[src/pkg/gpt_regs.svh]
// register offsets, field positions and reset values of the timer block
// assumes byte addresses on an 8-bit register port, one 32-bit word per register
`ifndef GPT_REGS_SVH
`define GPT_REGS_SVH

// register offsets
`define GPT_CFG_OFS 8'h00
`define GPT_CTLA_OFS 8'h04
`define GPT_CTLB_OFS 8'h08
`define GPT_LOADA_OFS 8'h0C
`define GPT_LOADB_OFS 8'h10
`define GPT_MATCHA_OFS 8'h14
`define GPT_MATCHB_OFS 8'h18
`define GPT_VALA_OFS 8'h1C
`define GPT_VALB_OFS 8'h20
`define GPT_CAPA_OFS 8'h24
`define GPT_CAPB_OFS 8'h28
`define GPT_VAL32_OFS 8'h2C
`define GPT_STAT_OFS 8'h30
`define GPT_MASK_OFS 8'h34

// configuration fields: width mode in bits 1:0
`define GPT_CFG_W 5
`define GPT_CFG_EN32 2
`define GPT_CFG_PER32 3
`define GPT_CFG_ADC 4

// per-half control fields: mode in bits 2:1, prescale in bits 15:8
`define GPT_CTL_W 16
`define GPT_CTL_EN 0
`define GPT_CTL_CNTEV 3
`define GPT_CTL_INV 4
`define GPT_CTL_FALL 5

// status and mask bits: half i timeout at 2*i, half i capture at 2*i+1
`define GPT_ST_W 6
`define GPT_ST_TO32 4
`define GPT_ST_RTC 5

// reset values
`define GPT_CFG_RST 5'h00
`define GPT_CTL_RST 16'h0000
`define GPT_LOAD_RST 16'hFFFF
`define GPT_MATCH_RST 16'h0000
`define GPT_MASK_RST 6'h00
`define GPT_STAT_RST 6'h00

`endif

[src/pkg/gpt_pkg.sv]
// types shared by the timer block modules
// assumes nothing beyond a SystemVerilog compiler
package gpt_pkg;
  // mode of one 16-bit half
  typedef enum logic [1:0] {
    GPT_ONESHOT = 2'h0,
    GPT_PERIODIC = 2'h1,
    GPT_CAPTURE = 2'h2,
    GPT_PWM = 2'h3
  } gpt_hmode_t;
  // how the two halves are joined; code 3 is illegal and runs nothing
  typedef enum logic [1:0] {
    GPT_PAIR16 = 2'h0,
    GPT_TIMER32 = 2'h1,
    GPT_RTC32 = 2'h2
  } gpt_width_t;
  // run state of a counter
  typedef enum logic [2:0] {
    GPT_IDLE = 3'b001,
    GPT_RUN = 3'b010,
    GPT_DONE = 3'b100
  } gpt_run_t;
endpackage : gpt_pkg

[src/pkg/gpt_half_if.sv]
// carrier between the timer top and one 16-bit half
// assumes gpt_pkg is compiled first
`timescale 1ns/1ns
interface gpt_half_if;
  logic en;
  gpt_pkg::gpt_hmode_t mode;
  logic count_ev;
  logic invert;
  logic edge_fall;
  logic [7:0] prescale;
  logic [15:0] load;
  logic [15:0] match;
  logic pin_rise;
  logic pin_fall;
  logic [15:0] value;
  logic [15:0] cap;
  logic timeout;
  logic captured;
  logic pwm;
  logic pwm_oe;
  modport ctl (
    output en, mode, count_ev, invert, edge_fall, prescale, load, match, pin_rise, pin_fall,
    input value, cap, timeout, captured, pwm, pwm_oe
  );
  modport half (
    input en, mode, count_ev, invert, edge_fall, prescale, load, match, pin_rise, pin_fall,
    output value, cap, timeout, captured, pwm, pwm_oe
  );
endinterface : gpt_half_if

[src/design/gpt_half.sv]
// one 16-bit timer/counter half: one-shot, periodic, capture, pwm
// assumes pin edges arrive already synchronised and filtered by the top
`timescale 1ns/1ns
module gpt_half (
  // clock, reset, clock enable
  input wire logic clk_in,
  input wire logic rst_b_in,
  input wire logic ce_in,
  // control and results
  gpt_half_if.half bus
);

  gpt_pkg::gpt_run_t st_reg, st_next;
  logic [15:0] cnt_reg, cnt_next;
  logic [15:0] cap_reg, cap_next;
  logic [7:0] pre_reg, pre_next;
  logic to_reg, to_next;
  logic capd_reg, capd_next;
  logic pwm_reg, pwm_next;
  logic pin_edge;
  logic tick;
  logic timing;

  //////////////////////////////////////////////////////////////////////////////
  // tick source
  assign pin_edge = bus.edge_fall ? bus.pin_fall : bus.pin_rise;
  assign timing = (bus.mode == gpt_pkg::GPT_ONESHOT) || (bus.mode == gpt_pkg::GPT_PERIODIC);
  // capture and pwm need a time base, so only one-shot and periodic may count pin edges
  assign tick = (bus.count_ev && timing) ? pin_edge : (pre_reg == 8'h00);

  //////////////////////////////////////////////////////////////////////////////
  // next state of the counter
  always_comb begin
    st_next = st_reg;
    cnt_next = cnt_reg;
    pre_next = pre_reg;
    cap_next = cap_reg;
    to_next = 1'b0;
    capd_next = 1'b0;
    unique case (st_reg)
      gpt_pkg::GPT_IDLE: begin
        if (bus.en) begin
          st_next = gpt_pkg::GPT_RUN;
          cnt_next = bus.load;
          pre_next = bus.prescale;
        end
      end
      gpt_pkg::GPT_RUN: begin
        if (!bus.en) begin
          st_next = gpt_pkg::GPT_IDLE;
        end else begin
          pre_next = (pre_reg == 8'h00) ? bus.prescale : pre_reg - 8'h01;
          if (tick) begin
            if (cnt_reg == 16'h0000) begin
              to_next = 1'b1;
              if (bus.mode == gpt_pkg::GPT_ONESHOT) begin
                st_next = gpt_pkg::GPT_DONE;
              end else begin
                cnt_next = bus.load;
              end
            end else begin
              cnt_next = cnt_reg - 16'h0001;
            end
          end
          if ((bus.mode == gpt_pkg::GPT_CAPTURE) && pin_edge) begin
            cap_next = cnt_reg;
            capd_next = 1'b1;
          end
        end
      end
      gpt_pkg::GPT_DONE: begin
        // a one-shot stays stopped until software drops the enable
        if (!bus.en) begin
          st_next = gpt_pkg::GPT_IDLE;
        end
      end
      default: st_next = gpt_pkg::GPT_IDLE;
    endcase
    // high while count is above the match value, then optionally inverted
    pwm_next = ((bus.mode == gpt_pkg::GPT_PWM) && (st_reg == gpt_pkg::GPT_RUN)
                && (cnt_reg > bus.match)) ^ bus.invert;
  end

  //////////////////////////////////////////////////////////////////////////////
  // registers, frozen while the clock enable is low
  always_ff @(posedge clk_in or negedge rst_b_in) begin
    if (!rst_b_in) begin
      st_reg <= gpt_pkg::GPT_IDLE;
      cnt_reg <= 16'h0000;
      cap_reg <= 16'h0000;
      pre_reg <= 8'h00;
      to_reg <= 1'b0;
      capd_reg <= 1'b0;
      pwm_reg <= 1'b0;
    end else if (ce_in) begin
      st_reg <= st_next;
      cnt_reg <= cnt_next;
      cap_reg <= cap_next;
      pre_reg <= pre_next;
      to_reg <= to_next;
      capd_reg <= capd_next;
      pwm_reg <= pwm_next;
    end
  end

  assign bus.value = cnt_reg;
  assign bus.cap = cap_reg;
  assign bus.timeout = to_reg;
  assign bus.captured = capd_reg;
  assign bus.pwm = pwm_reg;
  assign bus.pwm_oe = bus.en && (bus.mode == gpt_pkg::GPT_PWM);

endmodule : gpt_half

[src/design/gpt_top.sv]
// general-purpose timer block: two 16-bit halves, or one 32-bit timer or clock
// assumes a single clock, a plain register port and pins that arrive asynchronously
//
// How it works
// - Two 16-bit halves each run on their own as a timer or as a counter of pin events.
// - The halves can instead be joined into one 32-bit timer or one 32-bit real-time clock.
// - Joined, the block runs as real-time clock, one-shot timer or periodic timer.
// - Separate, each half runs one-shot or periodic and may use an 8-bit prescaler.
// - A separate half can also capture its count on a pin edge or generate pwm.
// - Events on the capture/compare pins, made outside, are counted or timed.
// - A time-out can raise a trigger that starts an analog-to-digital conversion.
// - In pwm mode the pin carries a simple pwm wave that software may invert.
`timescale 1ns/1ns
`include "gpt_regs.svh"
module gpt_top (
  // clock, reset, clock enable
  input wire logic ref_clk_in,
  input wire logic rst_b_in,
  input wire logic ce_in,
  // register port
  input wire logic [7:0] addr_in,
  input wire logic [31:0] wdata_in,
  input wire logic wr_in,
  input wire logic rd_in,
  output logic [31:0] rdata_out,
  // capture/compare/pwm pins, bit 0 for half a, bit 1 for half b
  input wire logic [1:0] capture_compare_pwm_pin_in,
  output logic [1:0] capture_compare_pwm_pin_out,
  output logic [1:0] capture_compare_pwm_pin_oe_out,
  // system outputs
  output logic adc_trigger_out,
  output logic irq_out
);

  //////////////////////////////////////////////////////////////////////////////
  // declarations
  logic [`GPT_CFG_W-1:0] cfg_reg, cfg_next;
  logic [`GPT_CTL_W-1:0] ctl_reg [2];
  logic [`GPT_CTL_W-1:0] ctl_next [2];
  logic [15:0] load_reg [2];
  logic [15:0] load_next [2];
  logic [15:0] match_reg [2];
  logic [15:0] match_next [2];
  logic [`GPT_ST_W-1:0] mask_reg, mask_next;
  logic [`GPT_ST_W-1:0] stat_reg, stat_next;
  logic [31:0] rdata_reg, rdata_next;
  logic [1:0] s1_reg, s2_reg, s3_reg, stab_reg;
  logic [1:0] s1_next, s2_next, s3_next, stab_next;
  logic [1:0] pin_rise, pin_fall;
  gpt_pkg::gpt_run_t st32_reg, st32_next;
  logic [31:0] cnt32_reg, cnt32_next;
  logic to32_reg, to32_next;
  logic rtc_reg, rtc_next;
  logic adc_reg, adc_next;
  gpt_pkg::gpt_width_t width;
  logic pair_mode;
  logic run32;
  logic [31:0] load32;
  logic [31:0] match32;
  logic [31:0] cnt32_inc;
  wire logic [1:0] to16;
  wire logic [1:0] cap16;
  wire logic [15:0] val16 [2];
  wire logic [15:0] capv16 [2];
  logic [`GPT_ST_W-1:0] events;
  logic wr_stat;

  //////////////////////////////////////////////////////////////////////////////
  // configuration decode
  assign width = gpt_pkg::gpt_width_t'(cfg_reg[1:0]);
  assign pair_mode = (width == gpt_pkg::GPT_PAIR16);
  assign run32 = ((width == gpt_pkg::GPT_TIMER32) || (width == gpt_pkg::GPT_RTC32))
                 && cfg_reg[`GPT_CFG_EN32];
  assign load32 = {load_reg[1], load_reg[0]};
  assign match32 = {match_reg[1], match_reg[0]};
  assign cnt32_inc = cnt32_reg + 32'h0000_0001;

  //////////////////////////////////////////////////////////////////////////////
  // pin synchronisers; the first stage feeds only the second
  always_comb begin
    s1_next = capture_compare_pwm_pin_in;
    s2_next = s1_reg;
    s3_next = s2_reg;
    // a new level counts only once stages two and three agree
    stab_next = ((s2_reg ~^ s3_reg) & s3_reg) | ((s2_reg ^ s3_reg) & stab_reg);
  end

  always_ff @(posedge ref_clk_in or negedge rst_b_in) begin
    if (!rst_b_in) begin
      s1_reg <= 2'h0;
      s2_reg <= 2'h0;
      s3_reg <= 2'h0;
      stab_reg <= 2'h0;
    end else if (ce_in) begin
      s1_reg <= s1_next;
      s2_reg <= s2_next;
      s3_reg <= s3_next;
      stab_reg <= stab_next;
    end
  end

  // one-cycle edge pulses of the filtered pin levels
  assign pin_rise = s2_reg & s3_reg & ~stab_reg;
  assign pin_fall = ~s2_reg & ~s3_reg & stab_reg;

  //////////////////////////////////////////////////////////////////////////////
  // the two 16-bit halves
  for (genvar i = 0; i < 2; i++) begin : g_half
    gpt_half_if hif ();
    // halves are held off while joined, so they never fight the 32-bit counter
    assign hif.en = pair_mode && ctl_reg[i][`GPT_CTL_EN];
    assign hif.mode = gpt_pkg::gpt_hmode_t'(ctl_reg[i][2:1]);
    assign hif.count_ev = ctl_reg[i][`GPT_CTL_CNTEV];
    assign hif.invert = ctl_reg[i][`GPT_CTL_INV];
    assign hif.edge_fall = ctl_reg[i][`GPT_CTL_FALL];
    assign hif.prescale = ctl_reg[i][15:8];
    assign hif.load = load_reg[i];
    assign hif.match = match_reg[i];
    assign hif.pin_rise = pin_rise[i];
    assign hif.pin_fall = pin_fall[i];
    assign to16[i] = hif.timeout;
    assign cap16[i] = hif.captured;
    assign val16[i] = hif.value;
    assign capv16[i] = hif.cap;
    assign capture_compare_pwm_pin_out[i] = hif.pwm;
    assign capture_compare_pwm_pin_oe_out[i] = hif.pwm_oe;
    gpt_half u_half (
      .clk_in(ref_clk_in),
      .rst_b_in(rst_b_in),
      .ce_in(ce_in),
      .bus(hif.half)
    );
  end

  //////////////////////////////////////////////////////////////////////////////
  // joined 32-bit timer or real-time clock
  always_comb begin
    st32_next = st32_reg;
    cnt32_next = cnt32_reg;
    to32_next = 1'b0;
    rtc_next = 1'b0;
    unique case (st32_reg)
      gpt_pkg::GPT_IDLE: begin
        if (run32) begin
          st32_next = gpt_pkg::GPT_RUN;
          cnt32_next = load32;
        end
      end
      gpt_pkg::GPT_RUN: begin
        if (!run32) begin
          st32_next = gpt_pkg::GPT_IDLE;
        end else if (width == gpt_pkg::GPT_RTC32) begin
          // the clock counts up once per rising edge of the reference on pin a
          if (pin_rise[0]) begin
            cnt32_next = cnt32_inc;
            rtc_next = (cnt32_inc == match32);
          end
        end else if (cnt32_reg == 32'h0000_0000) begin
          to32_next = 1'b1;
          if (cfg_reg[`GPT_CFG_PER32]) begin
            cnt32_next = load32;
          end else begin
            st32_next = gpt_pkg::GPT_DONE;
          end
        end else begin
          cnt32_next = cnt32_reg - 32'h0000_0001;
        end
      end
      gpt_pkg::GPT_DONE: begin
        if (!run32) begin
          st32_next = gpt_pkg::GPT_IDLE;
        end
      end
      default: st32_next = gpt_pkg::GPT_IDLE;
    endcase
    // any time-out may start a conversion when enabled
    adc_next = cfg_reg[`GPT_CFG_ADC] && (to32_reg || (|to16));
  end

  always_ff @(posedge ref_clk_in or negedge rst_b_in) begin
    if (!rst_b_in) begin
      st32_reg <= gpt_pkg::GPT_IDLE;
      cnt32_reg <= 32'h0000_0000;
      to32_reg <= 1'b0;
      rtc_reg <= 1'b0;
      adc_reg <= 1'b0;
    end else if (ce_in) begin
      st32_reg <= st32_next;
      cnt32_reg <= cnt32_next;
      to32_reg <= to32_next;
      rtc_reg <= rtc_next;
      adc_reg <= adc_next;
    end
  end

  //////////////////////////////////////////////////////////////////////////////
  // register file and interrupt status
  assign events = {rtc_reg, to32_reg, cap16[1], to16[1], cap16[0], to16[0]};
  assign wr_stat = wr_in && (addr_in == `GPT_STAT_OFS);

  always_comb begin
    cfg_next = cfg_reg;
    ctl_next = ctl_reg;
    load_next = load_reg;
    match_next = match_reg;
    mask_next = mask_reg;
    if (wr_in) begin
      unique case (addr_in)
        `GPT_CFG_OFS: cfg_next = wdata_in[`GPT_CFG_W-1:0];
        `GPT_CTLA_OFS: ctl_next[0] = wdata_in[`GPT_CTL_W-1:0];
        `GPT_CTLB_OFS: ctl_next[1] = wdata_in[`GPT_CTL_W-1:0];
        `GPT_LOADA_OFS: load_next[0] = wdata_in[15:0];
        `GPT_LOADB_OFS: load_next[1] = wdata_in[15:0];
        `GPT_MATCHA_OFS: match_next[0] = wdata_in[15:0];
        `GPT_MATCHB_OFS: match_next[1] = wdata_in[15:0];
        `GPT_MASK_OFS: mask_next = wdata_in[`GPT_ST_W-1:0];
        default: ;
      endcase
    end
    // a new event wins over a clear written in the same cycle
    stat_next = (stat_reg & ~(wr_stat ? wdata_in[`GPT_ST_W-1:0] : 6'h00)) | events;
  end

  // read data stand in the cycle after the strobe only
  always_comb begin
    rdata_next = 32'h0000_0000;
    if (rd_in) begin
      unique case (addr_in)
        `GPT_CFG_OFS: rdata_next = {27'h0, cfg_reg};
        `GPT_CTLA_OFS: rdata_next = {16'h0000, ctl_reg[0]};
        `GPT_CTLB_OFS: rdata_next = {16'h0000, ctl_reg[1]};
        `GPT_LOADA_OFS: rdata_next = {16'h0000, load_reg[0]};
        `GPT_LOADB_OFS: rdata_next = {16'h0000, load_reg[1]};
        `GPT_MATCHA_OFS: rdata_next = {16'h0000, match_reg[0]};
        `GPT_MATCHB_OFS: rdata_next = {16'h0000, match_reg[1]};
        `GPT_VALA_OFS: rdata_next = {16'h0000, val16[0]};
        `GPT_VALB_OFS: rdata_next = {16'h0000, val16[1]};
        `GPT_CAPA_OFS: rdata_next = {16'h0000, capv16[0]};
        `GPT_CAPB_OFS: rdata_next = {16'h0000, capv16[1]};
        `GPT_VAL32_OFS: rdata_next = cnt32_reg;
        `GPT_STAT_OFS: rdata_next = {26'h0, stat_reg};
        `GPT_MASK_OFS: rdata_next = {26'h0, mask_reg};
        default: rdata_next = 32'h0000_0000;
      endcase
    end
  end

  always_ff @(posedge ref_clk_in or negedge rst_b_in) begin
    if (!rst_b_in) begin
      cfg_reg <= `GPT_CFG_RST;
      ctl_reg <= '{`GPT_CTL_RST, `GPT_CTL_RST};
      load_reg <= '{`GPT_LOAD_RST, `GPT_LOAD_RST};
      match_reg <= '{`GPT_MATCH_RST, `GPT_MATCH_RST};
      mask_reg <= `GPT_MASK_RST;
      stat_reg <= `GPT_STAT_RST;
      rdata_reg <= 32'h0000_0000;
    end else if (ce_in) begin
      cfg_reg <= cfg_next;
      ctl_reg <= ctl_next;
      load_reg <= load_next;
      match_reg <= match_next;
      mask_reg <= mask_next;
      stat_reg <= stat_next;
      rdata_reg <= rdata_next;
    end
  end

  //////////////////////////////////////////////////////////////////////////////
  // outputs
  assign rdata_out = rdata_reg;
  assign adc_trigger_out = adc_reg;
  assign irq_out = |(stat_reg & mask_reg);

endmodule : gpt_top

[config.mk]
export PLATFORM = sky130hd
export DESIGN_NAME = gpt_top
export DESIGN_NICKNAME = d
export VERILOG_FILES = /design/src/pkg/gpt_pkg.sv /design/src/pkg/gpt_half_if.sv /design/src/design/gpt_half.sv /design/src/design/gpt_top.sv
export VERILOG_INCLUDE_DIRS = /design/src /design/src/pkg
export SDC_FILE = /design/constraint.sdc
export NUM_CORES = 1
export LEC_CHECK = 0
export BUFFER_PORTS_ARGS = -buffer_cell sky130_fd_sc_hd__buf_4
export CORE_UTILIZATION = 34
export DETAILED_ROUTE_END_ITERATION = 16
export GPL_TIMING_DRIVEN = 0
export PLACE_DENSITY = 0.52
export SKIP_LAST_GASP = 1
export SLEW_MARGIN = 5
export SYNTH_ARGS = -nofsm -noshare
export SYNTH_HDL_FRONTEND = slang
export SYNTH_SLANG_ARGS = --single-unit
[constraint.sdc]
create_clock -name ref_clk_in -period 3.8 [get_ports ref_clk_in]
set_clock_uncertainty 0.2 [all_clocks]
set_input_delay 1.14 -clock ref_clk_in [delete_from_list [all_inputs] [get_ports ref_clk_in]]
set_output_delay 1.14 -clock ref_clk_in [all_outputs]
set_load 0.05 [all_outputs]
Word level (Yosys, flattened, before mapping)
Cells that the tools add are included.
{ "op_classes": {"add_sub_neg": 6, "mul": 0, "div_mod_pow": 0, "order_cmp": 2, "n_eq_ne": 55, "n_shift": 0, "n_mux": 77, "bitwise": 18, "reduce_logical": 51} }
{ "ops": {"columns": ["operator", "n"], "rows": [
  ["$pmux 32 s14", 1],
  ["$mux 32", 7],
  ["$mux 16", 10],
  ["$pmux 16 s2", 2],
  ["$pmux 32 s2", 1],
  ["$mux 3", 18],
  ["$eq 8x6->1 const B", 6],
  ["$mux 8", 6],
  ["$ne 3x3->1 const B", 12],
  ["$reduce_and 6->1", 6],
  ["$add 32x1->32 const B", 1],
  ["$eq 32x32->1", 1],
  ["$eq 8x5->1 const B", 4],
  ["$gt 16x16->1", 2],
  ["$logic_not 16->1", 2],
  ["$logic_not 32->1", 1],
  ["$pmux 8 s2", 2],
  ["$sub 16x1->16 const B", 2],
  ["$sub 32x1->32 const B", 1],
  ["$pmux 3 s3", 3],
  ["$mux 1", 26],
  ["$logic_not 8->1", 3],
  ["$reduce_and 3->1", 8],
  ["$eq 8x4->1 const B", 2],
  ["other kinds (27)", 82]
]} }
{ "word_totals": {"regBits": 283, "latch_bits": 0, "ramBits": 0, "rom_bits": 0, "inputBits": 47, "out_inout_bits": 38, "elab_cells": 242, "memories": 0} }

Depth between registers and ports, before layout
Gate-level depths: netlist (run 1).
{ "depth": {"word_depth": 8, "ltp_mapped": 12} }

Hierarchy
A second synthesis (run 1) with hierarchy kept.
{ "hier_totals": {"hier_cells": 1811, "area_unflattened_um2": 17469.3} }
{ "modules_own_cells": {"columns": ["module", "instances", "cells_per_inst", "area_per_inst_um2"], "rows": [
  ["gpt_top", 1, 1154, 11235.8],
  ["gpt_half (g_half[0].u_half)", 1, 323, 3146.8],
  ["gpt_half (g_half[1].u_half)", 1, 334, 3086.7]
]} }

Least setup slack after synthesis (run 1)
Ideal clock, no wire load.
{ "synth_timing": {"kind": "input port to flip-flop", "start": "in addr_in[1]", "end": "reg mask_reg[0]", "setup_time_ns": 0.125, "t_arrival_ns": 3.162, "t_required_ns": 3.475, "path_slack_ns": 0.313, "cell_stages": 5, "cell_sequence": "or4b_2 > clkbuf_1 > nor4_1 > nand2_1 > mux2_2"} }
{ "synth_via": {"elab_chain_len": 2} }
{ "synth_rtl": {"columns": ["element", "line_no", "rtl"], "rows": [
  ["start: declaration", "gpt_top.sv:21", "input wire logic [7:0] addr_in,"],
  ["$eq 8x6->1", "gpt_top.sv:208", "unique case (addr_in)"],
  ["$reduce_and 3->1 (no line)", null, null],
  ["end signal: assignment", "gpt_top.sv:254", "mask_reg <= `GPT_MASK_RST;"],
  ["end signal: assignment", "gpt_top.sv:262", "mask_reg <= mask_next;"],
  ["end: declaration", "gpt_top.sv:44", "logic [`GPT_ST_W-1:0] mask_reg, mask_next;"]
]} }
No other way between the ends.
A chain may end at the register's enable or synchronous reset.

Worst setup path in the final report (run 1)
{ "layout_timing": {"start": "in addr_in[4]", "end": "reg rdata_reg[11] (netlist: rdata_out[11])"} }
{ "layout_via": {"elab_chain_len": 3, "word_cells_on_any_way": 16} }
{ "layout_rtl": {"columns": ["element", "line_no", "rtl"], "rows": [
  ["$eq 8x6->1, or another cell as far along", "gpt_top.sv:228", "unique case (addr_in)"],
  ["$pmux 32 s14 *", "gpt_top.sv:228", null],
  ["$mux 32 *", "gpt_top.sv:227", "if (rd_in) begin"],
  ["end signal: assignment", "gpt_top.sv:264", "rdata_reg <= rdata_next;"],
  ["end: declaration", "gpt_top.sv:46", "logic [31:0] rdata_reg, rdata_next;"]
]} }
Every way passes the cells marked *; elsewhere a longest branch is shown, timed or not.

==> results.py, run 1 <==
metrics = {
    "clocking": {
        "holdBufCountCts": 0,
        "clkTransAtPathRegs_ns": 0.06,
        "tritoncts": "built",
        "clock-root-buffer": "clkbuf_16",
        "clock_latency_ns": 0.56,
        "cts_made_buffers": 37,
        "clockBufferDepth": 3,
        "cts_sinks": 283,
        "h-tree-depth": 2,
    },
    "synth": {
        "synth.most_common_cell": "dfrtp_1",
        "ys_seq_elements": 283,
        "yosys_warnings": 0,
        "yosys.area.top_type": "dfrtp_1",
        "syn_area_sq_mm": 0.0171,
        "synth_edf_count": 0,
        "synth_common_cells": "dfrtp_1 (248), mux2_2 (145), o21ai_0 (129), nand2_1 (125), nor2_1 (121)",
        "syn_avg_cell_area_sq_um": 9.40,
        "syn-num-nets": 1916,
        "yosys-top-cells-area": "dfrtp_1 (36%), mux2_2 (9.5%), dfstp_2 (5.4%)",
        "ys_seq_area_frac": 0.416,
        "synthCells": 1820,
        "ys_async_sr_fraction": 1.00,
        "synth_flop_cell": "dfrtp_1",
        "netlist-cell-type-count": 89,
        "synth_top_area_share": 0.363,
    },
    "place": {
        "dp_cells": 2557,
        "gp_congestion": 0.955,
        "placed_area_sq_mm": 0.0186,
        "dp_slack_ns": -1.09,
        "io_buffers": 67,
        "dp_hpwl_mm": 55.4,
    },
    "timing": {
        "finalHoldViolations": 0,
        "slew_violations": 0,
        "timing.final.crit_share": 1.02,
        "setup-tns-final_ns": -0.0794,
        "worstMarginPinSlew_ns": 1.23,
        "setup_violations": 2,
        "worst_slack_ns": -0.0706,
        "rsz0062_at_grt": "true",
        "slew_headroom": 0.178,
        "whs_ns": 0.234,
        "post-route-min-period_ns": 3.87,
        "max_freq_mhz": 258,
    },
    "floorplan": {
        "die_h_um": 226,
        "initial_utilization": 0.348,
        "dieArea_sq_mm": 0.0512,
        "core_sq_mm": 0.0493,
        "ios": 85,
        "die_w_um": 226,
        "rows": 81,
    },
    "critical_path": {
        "worstSetupEndpointType": "flop",
        "arrival_ns": 4.16,
        "crit_type": "in -> reg",
        "path_max_fanout": 10,
        "start_kind": "input port",
        "cp.required_ns": 4.09,
    },
    "run_status": {
        "status": "finished with violations",
        "violations": "setup timing",
    },
    "pwr": {
        "pwr-share-seq": 0.429,
        "powerDensity_mw_per_mm2": 398,
        "vdd_drop_max_uv": 312,
        "combinationalPowerShare": 0.113,
        "leakage_uw": 0.00836,
        "p_int_uw": 5650,
        "p_sw_frac": 0.288,
        "switching_power_uw": 2290,
        "power_frac_clock": 0.458,
    },
    "routing": {
        "ant_nets": 0,
        "drc": 0,
        "detail_route.wl_per_cell_um": 28.3,
        "vias": 16384,
        "drt_iter0_drc": 1959,
        "drt-pass1-iter-count": 6,
        "vias_per_cell": 6.24,
        "routed_wl_mm": 74.3,
    },
    "cells_and_area": {
        "seq_area_sq_mm": 0.00713,
        "final_nets": 2032,
        "n_antenna_cell": 0,
        "fin_cells": 2626,
        "stdcell_area_sq_mm": 0.0199,
        "nFillCells": 4965,
        "multi_input_area_sq_mm": 0.00932,
        "area_growth_pct": 16.5,
        "drive_above_1_share": 0.194,
    },
    "global_route": {
        "grt_max_degree": 95,
        "antenna_found_initial": 2,
        "overflow": 0,
        "grt_pass1_wl_mm": 109,
        "grt_pass1_vias": 15673,
        "grtUsageTotal": 0.292,
    },
    "run": {
        "drv_cap": 0,
    },
    "hold_path": {
        "hp-class": "in -> async",
    },
}
[path summary, 6_finish.rpt]
kind,cells after the start,from,endpoint,slack [ns]
worst max register to register,8,cnt32_reg[27],cnt32_reg[27],-0.01
max in group asynchronous,4,rst_b_in,g_half[0].hif.load[15],1.61
worst max-delay path,8,addr_in[4],rdata_out[11],-0.07
worst min-delay path,1,rst_b_in,cnt32_reg[17],0.23
min in group ref_clk_in,1,rdata_out[11],rdata_out[11],0.28
worst min register to register,1,rdata_out[11],rdata_out[11],0.28
[worst max-delay path, stage by stage]
cell and delay [ns]:
buf_4 0.13, or4b_2 0.77, nor2_1 0.54, clkbuf_1 0.70
a22oi_1 0.27, and3_1 0.26, a21oi_1 0.23, a21o_1 0.12
[stage by stage]
stage / power [uW] / utilization
2_1_floorplan: 3860 / -
3_3_place_gp: 4290 / 0.375
3_5_place_dp: 4330 / 0.377
4_1_cts: 7970 / 0.403
5_1_grt: 8210 / 0.405
6_report: 7940 / 0.405
[logic make-up (layout without fill, tap and decap cells)]
family	Yosys count	in the layout	synth area share
xor gates and xnor gates	48	48	0.0246
and+or+nand+nor	571	571	0.173
DFF	283	283	0.416
AOI/OAI and AO/OA	528	528	0.209
muxes	148	148	0.0971
buffers and inverters	193	335	0.0448
adders and majority gates	49	49	0.0358
[layer usage]
| layer | wire (um) | global-route usage | up-vias |
|---|---|---|---|
| met1 | 31200 | 0.391 | 8172 |
| met4 | 3790 | 0.139 | 0 |
| met3 | 6010 | 0.0530 | 202 |
| li1 | - | - | 7110 |
| met5 | 0 | 0 | - |
| met2 | 33200 | 0.455 | 900 |
[placed cells by master, fill, tap and decap left out, types with 35 or more instances in the layout]
| cell | synthesis | layout |
|---|---|---|
| nand2_1 | 125 | 125 |
| clkbuf_16 | 0 | 37 |
| nor2_1 | 121 | 117 |
| a22o_1 | 37 | 37 |
| nor3_1 | 70 | 69 |
| a21oi_1 | 102 | 102 |
| ha_1 | 49 | 49 |
| o21ai_0 | 129 | 128 |
| xnor2_1 | 35 | 35 |
| nand3_1 | 57 | 57 |
| clkbuf_1 | 104 | 103 |
| inv_1 | 64 | 64 |
| mux2_2 | 145 | 145 |
| dfrtp_1 | 248 | 248 |
| a22oi_1 | 63 | 63 |
| dfstp_2 | 35 | 35 |
| buf_4 | 6 | 79 |
[power groups by stage]
stage	registers (uW)	logic (uW)	clock network, uW
floorplan	3320	538	0
global placement	3440	849	0
detailed placement	3440	883	0
CTS	3390	892	3690
global route	3420	994	3800
finish	3410	899	3630
[repair_timing]
action	CTS	global route
gates cloned	0	0
setup buffers	2	2
pin swaps	1	1
hold endpoints to repair	0	0
endpoints found under the setup margin	74	48
gates resized for setup	10	15
[final cells by class]
| type | instances | area share |
|---|---|---|
| Clock buffer | 46 | 0.0507 |
| Inverter | 66 | 0.0125 |
| Buffer | 127 | 0.0266 |
| Tap cell | 664 | 0.0417 |
| Multi-Input combinational cell | 1344 | 0.468 |
| Sequential cell | 283 | 0.357 |
| Timing Repair Buffer | 77 | 0.0324 |
| Clock inverter | 19 | 0.0110 |
Power figures use the tool's default switching activity.
==> inputs of run 2 (changes only) <==
==> constraint.sdc (replaced) <==
create_clock -name ref_clk_in -period 5 [get_ports ref_clk_in]
set_clock_uncertainty 0.2 [all_clocks]
set_input_delay 1 -clock ref_clk_in [delete_from_list [all_inputs] [get_ports ref_clk_in]]
set_output_delay 1 -clock ref_clk_in [all_outputs]
set_load 0.05 [all_outputs]
==> results.py, run 2 (synthesized netlist as in run 1, its figures left out) <==
metrics = {
    "pwr": {
        "leakage_uw": 0.00829,
        "powerDensity_mw_per_mm2": 304,
        "vdd_drop_max_uv": 237,
    },
    "cells_and_area": {
        "area_growth_pct": 15.8,
        "final_common_cell": "dfrtp_1",
        "stdcell_area_sq_mm": 0.0198,
        "layout_common_cells": "dfrtp_1 (248), mux2_2 (145), o21ai_0 (129)",
        "drive_above_1_share": 0.184,
        "seq_area_sq_mm": 0.00713,
        "nFillCells": 4968,
        "n_antenna_cell": 0,
        "multi_input_area_sq_mm": 0.00925,
        "final_nets": 2028,
    },
    "critical_path": {
        "cp_slowest_stage_delay_ns": 0.74,
        "crit_family": "buffers and inverters",
        "start_kind": "input port",
        "path_max_fanout": 10,
        "crit_chain": "clkbuf_1, clkinv_1, nor4_1, o311a_1, clkbuf_1, o21ai_0, o21ai_0",
        "arrival_ns": 4.67,
        "worstPathBufferInverterCount": 3,
        "worstSetupEndpointType": "flop",
        "r2r_setup_slack_ns": 0.66,
        "reg2reg_depth": 7,
        "slowest_stage": "clkbuf_1",
        "crit_type": "in -> reg",
        "cp_num_cells": 7,
        "cp.required_ns": 5.27,
    },
    "routing": {
        "routed_wl_mm": 74.2,
        "drt-pass1-iter-count": 6,
        "detail_route.wl_per_cell_um": 28.3,
        "ant_nets": 0,
        "vias": 16299,
        "drt_iter0_drc": 2029,
        "drc": 0,
        "vias_per_cell": 6.22,
    },
    "timing": {
        "slew_violations": 0,
        "worstMarginPinSlew_ns": 1.42,
        "post-route-min-period_ns": 4.41,
        "setup_violations": 0,
        "finalHoldViolations": 0,
        "max_freq_mhz": 227,
        "rsz0062_at_grt": "false",
        "setup-tns-final_ns": 0,
        "slew_headroom": 0.0463,
        "timing.final.crit_share": 0.882,
    },
    "clocking": {
        "clock_latency_ns": 0.56,
        "clockBufferDepth": 3,
        "cts_made_buffers": 37,
        "cts-resized-gates": 0,
        "cts_sinks": 283,
        "postCtsSetupBuffers": 0,
        "clkTransAtPathRegs_ns": 0.06,
        "tritoncts": "built",
        "h-tree-depth": 2,
        "holdBufCountCts": 0,
        "clock-root-buffer": "clkbuf_16",
    },
    "global_route": {
        "grt_max_degree": 95,
        "antenna_found_initial": 2,
        "overflow": 0,
        "grt_pass1_vias": 15636,
        "grt_pass1_wl_mm": 109,
        "grtUsageTotal": 0.292,
    },
    "place": {
        "gp_congestion": 0.955,
        "placed_area_sq_mm": 0.0186,
        "dp_hpwl_mm": 55.4,
        "io_buffers": 67,
    },
    "floorplan": {
        "die_h_um": 226,
        "core_sq_mm": 0.0493,
        "die_w_um": 226,
        "rows": 81,
        "initial_utilization": 0.348,
        "dieArea_sq_mm": 0.0512,
        "ios": 85,
    },
    "run_status": {
        "status": "complete, no violations",
    },
    "run": {
        "drv_cap": 0,
    },
    "hold_path": {
        "hp-class": "in -> async",
    },
}
run 2: cell types whose count changed in the layout (fill, tap and decap cells not counted), sizes merged:
cell	before	now
buf	97	95
clkbuf	153	151
run 2: metrics by stage:
| stage | hold slack (ns) | cells | power (uW) | worst slack, ns | utilization |
|---|---|---|---|---|---|
| after detailed placement | 0.270 | 2557 | 3290 | 0.248 | 0.377 |
| final | 0.0933 | 2622 | 6030 | 0.592 | 0.402 |
| after global placement | 0.264 | 2551 | 3260 | 0.0380 | 0.375 |
| after floorplan | 0.249 | 1820 | 2930 | 1.65 | - |
| after global routing | 0.104 | 2622 | 6230 | 0.536 | 0.402 |
| after CTS | 0.0837 | 2622 | 6060 | 0.668 | 0.402 |
run 2: path summary, 6_finish.rpt:
kind	from	to
min reg2reg	rdata_out[11]	rdata_out[11]
max reg2reg	g_half[0].u_half.pre_reg[2]	g_half[0].u_half.bus.value[6]
min in group ref_clk_in	rdata_out[11]	rdata_out[11]
max in group asynchronous	rst_b_in	g_half[0].hif.load[15]
max	ce_in	cnt32_reg[18]
min	rst_b_in	cnt32_reg[17]
run 2: layout make-up:
type	count	share of cell area
clock buffer	46	0.0509
clock inverter	19	0.0110
sequential	283	0.360
multi-input combinational	1344	0.467
buffer	127	0.0262
tap	664	0.0419
inverter	66	0.0125
timing repair buffer	73	0.0311
run 2: routing by layer:
| metal | track usage | vias up | wire length [um] |
|---|---|---|---|
| met5 | 0 | - | 0 |
| met4 | 0.138 | 0 | 3650 |
| met3 | 0.0536 | 204 | 6440 |
| met2 | 0.454 | 904 | 33200 |
| met1 | 0.391 | 8097 | 30800 |
| li1 | - | 7094 | - |
run 2: where the power goes:
group | leakage [uW] | internal [uW] | switching, uW
sequential | 0.00371 | 2390 | 192
clock | 0.000607 | 1650 | 1120
combinational | 0.00398 | 250 | 426
total | 0.00829 | 4290 | 1740
==> inputs of run 3 (changes only) <==
Settings changed: GPL_TIMING_DRIVEN 0 to 1.
==> results.py, run 3 (synthesized netlist as in run 1, its figures left out) <==
metrics = {
    "hold_path": {
        "whs_path_depth": 1,
        "hp-class": "reg -> reg",
    },
    "routing": {
        "wl_met1_mm": 29.6,
        "vias": 15465,
        "ant_nets": 0,
        "drc": 0,
        "drt_iter0_drc": 1708,
        "vias_per_cell": 6.11,
        "wl_met2_mm": 29.6,
        "top_layer": "met5",
        "routed_wl_mm": 65.5,
        "dr_wl_met3_mm": 4.24,
        "detail_route.wl_per_cell_um": 25.9,
        "drt-pass1-iter-count": 5,
    },
    "timing": {
        "timing.final.crit_share": 0.749,
        "setup-tns-final_ns": 0,
        "finalHoldViolations": 0,
        "worstMarginPinSlew_ns": 1.03,
        "max_freq_mhz": 267,
        "post-route-min-period_ns": 3.75,
        "slew_headroom": 0.313,
        "slew_violations": 0,
        "rsz0062_at_grt": "false",
        "setup_violations": 0,
        "whs_ns": 0.283,
    },
    "global_route": {
        "grtUsageTotal": 0.258,
        "grt_max_degree": 93,
        "antenna_found_initial": 2,
        "grt_pass1_wl_mm": 98.3,
        "grt_pass1_vias": 14947,
        "overflow": 0,
    },
    "floorplan": {
        "ios": 85,
        "die_h_um": 226,
        "die_w_um": 226,
        "core_sq_mm": 0.0493,
        "dieArea_sq_mm": 0.0512,
        "rows": 81,
        "initial_utilization": 0.348,
    },
    "cells_and_area": {
        "fin_cells": 2533,
        "layout_common_cells": "dfrtp_1 (248), mux2_2 (145), o21ai_0 (129)",
        "drive_above_1_share": 0.203,
        "final_nets": 1942,
        "stdcell_area_sq_mm": 0.0195,
        "final_common_cell": "dfrtp_1",
        "final_core_util": 0.397,
        "area_growth_pct": 14.2,
    },
    "run": {
        "drv_cap": 0,
    },
    "pwr": {
        "leakage_uw": 0.00825,
        "vdd_drop_max_uv": 230,
        "powerDensity_mw_per_mm2": 300,
    },
    "critical_path": {
        "arrival_ns": 4.01,
        "crit_end": "rtc_reg",
        "r2r_start": "cnt32_reg[0]",
        "crit_start": "cnt32_reg[0]",
        "reg2reg_depth": 8,
        "start_kind": "flop",
        "cp.required_ns": 5.27,
        "r2r_setup_slack_ns": 1.25,
        "worstSetupEndpointType": "flop",
        "r2r_end": "rtc_reg",
        "crit_type": "reg -> reg",
        "path_max_fanout": 11,
    },
    "clocking": {
        "postCtsSetupBuffers": 0,
        "clockBufferDepth": 3,
        "h-tree-depth": 2,
        "holdBufCountCts": 0,
        "clock_latency_ns": 0.57,
        "cts_made_buffers": 36,
        "cts_sinks": 283,
        "tritoncts": "built",
        "cts-resized-gates": 0,
        "clock-root-buffer": "clkbuf_16",
        "clkTransAtPathRegs_ns": 0.07,
    },
    "place": {
        "dp_hpwl_mm": 46.6,
        "placed_area_sq_mm": 0.0184,
        "dp_cells": 2472,
        "gp_congestion": 0.958,
        "io_buffers": 68,
    },
    "run_status": {
        "status": "complete, no violations",
    },
}
-- run 3: changes by cell type in the layout (fill, tap and decap cells not counted), sizes merged --
cell / previous run / this run
clkbuf: 151 / 51
diode: 0 / 1
buf: 95 / 115
clkinv: 11 / 2
bufinv: 4 / 2
clkinvlp: 2 / 3
-- run 3: metal layers --
metal | up-vias | GRT usage
met5 | - | 0
met4 | 4 | 0.0926
met3 | 118 | 0.0384
met2 | 573 | 0.402
met1 | 7861 | 0.362
li1 | 6909 | -
-- run 3: layout make-up --
class                      instances  area [sq um]
sequential                       283          7130
antenna                            1          2.50
multi-input combinational       1344          9280
tap                              664           831
fill                            4988         29700
inverter                          66           248
clock inverter                     9           124
timing repair buffer             115           896
clock buffer                      51          1040
-- run 3: critical path: stages (launching register included) --
cell	delay [ns]
dfrtp_1	0.69
ha_1	0.39
nand4_1	0.37
or3_1	0.59
nor4_1	0.46
nand2_1	0.10
nor3_1	0.38
o221ai_1	0.20
o32ai_2	0.27
-- run 3: power by group --
| part | internal (uW) | switching (uW) | leakage, uW |
|---|---|---|---|
| registers | 2390 | 204 | 0.00371 |
| clock network | 1550 | 1090 | 0.000560 |
| logic | 243 | 377 | 0.00397 |
-- run 3: how the worst min path moves through the flow --
| stage | startpoint | to | slack, ns |
|---|---|---|---|
| detailed placement | g_half[1].u_half.bus.captured | g_half[1].u_half.bus.captured | 0.27 |
| floorplan | s1_reg[0] | s2_reg[0] | 0.25 |
| finish | rdata_out[2] | rdata_out[2] | 0.28 |
| CTS | g_half[1].u_half.bus.captured | g_half[1].u_half.bus.captured | 0.29 |
| global route | g_half[0].u_half.bus.captured | g_half[0].u_half.bus.captured | 0.30 |
| global placement | g_half[1].u_half.bus.captured | g_half[1].u_half.bus.captured | 0.26 |
-- run 3: metrics by stage --
stage | power, uW | setup slack [ns]
6_report | 5860 | 1.25
2_1_floorplan | 2930 | 1.65
5_1_grt | 6060 | 1.11
3_5_place_dp | 3250 | 1.22
4_1_cts | 5890 | 1.28
3_3_place_gp | 3230 | 1.25
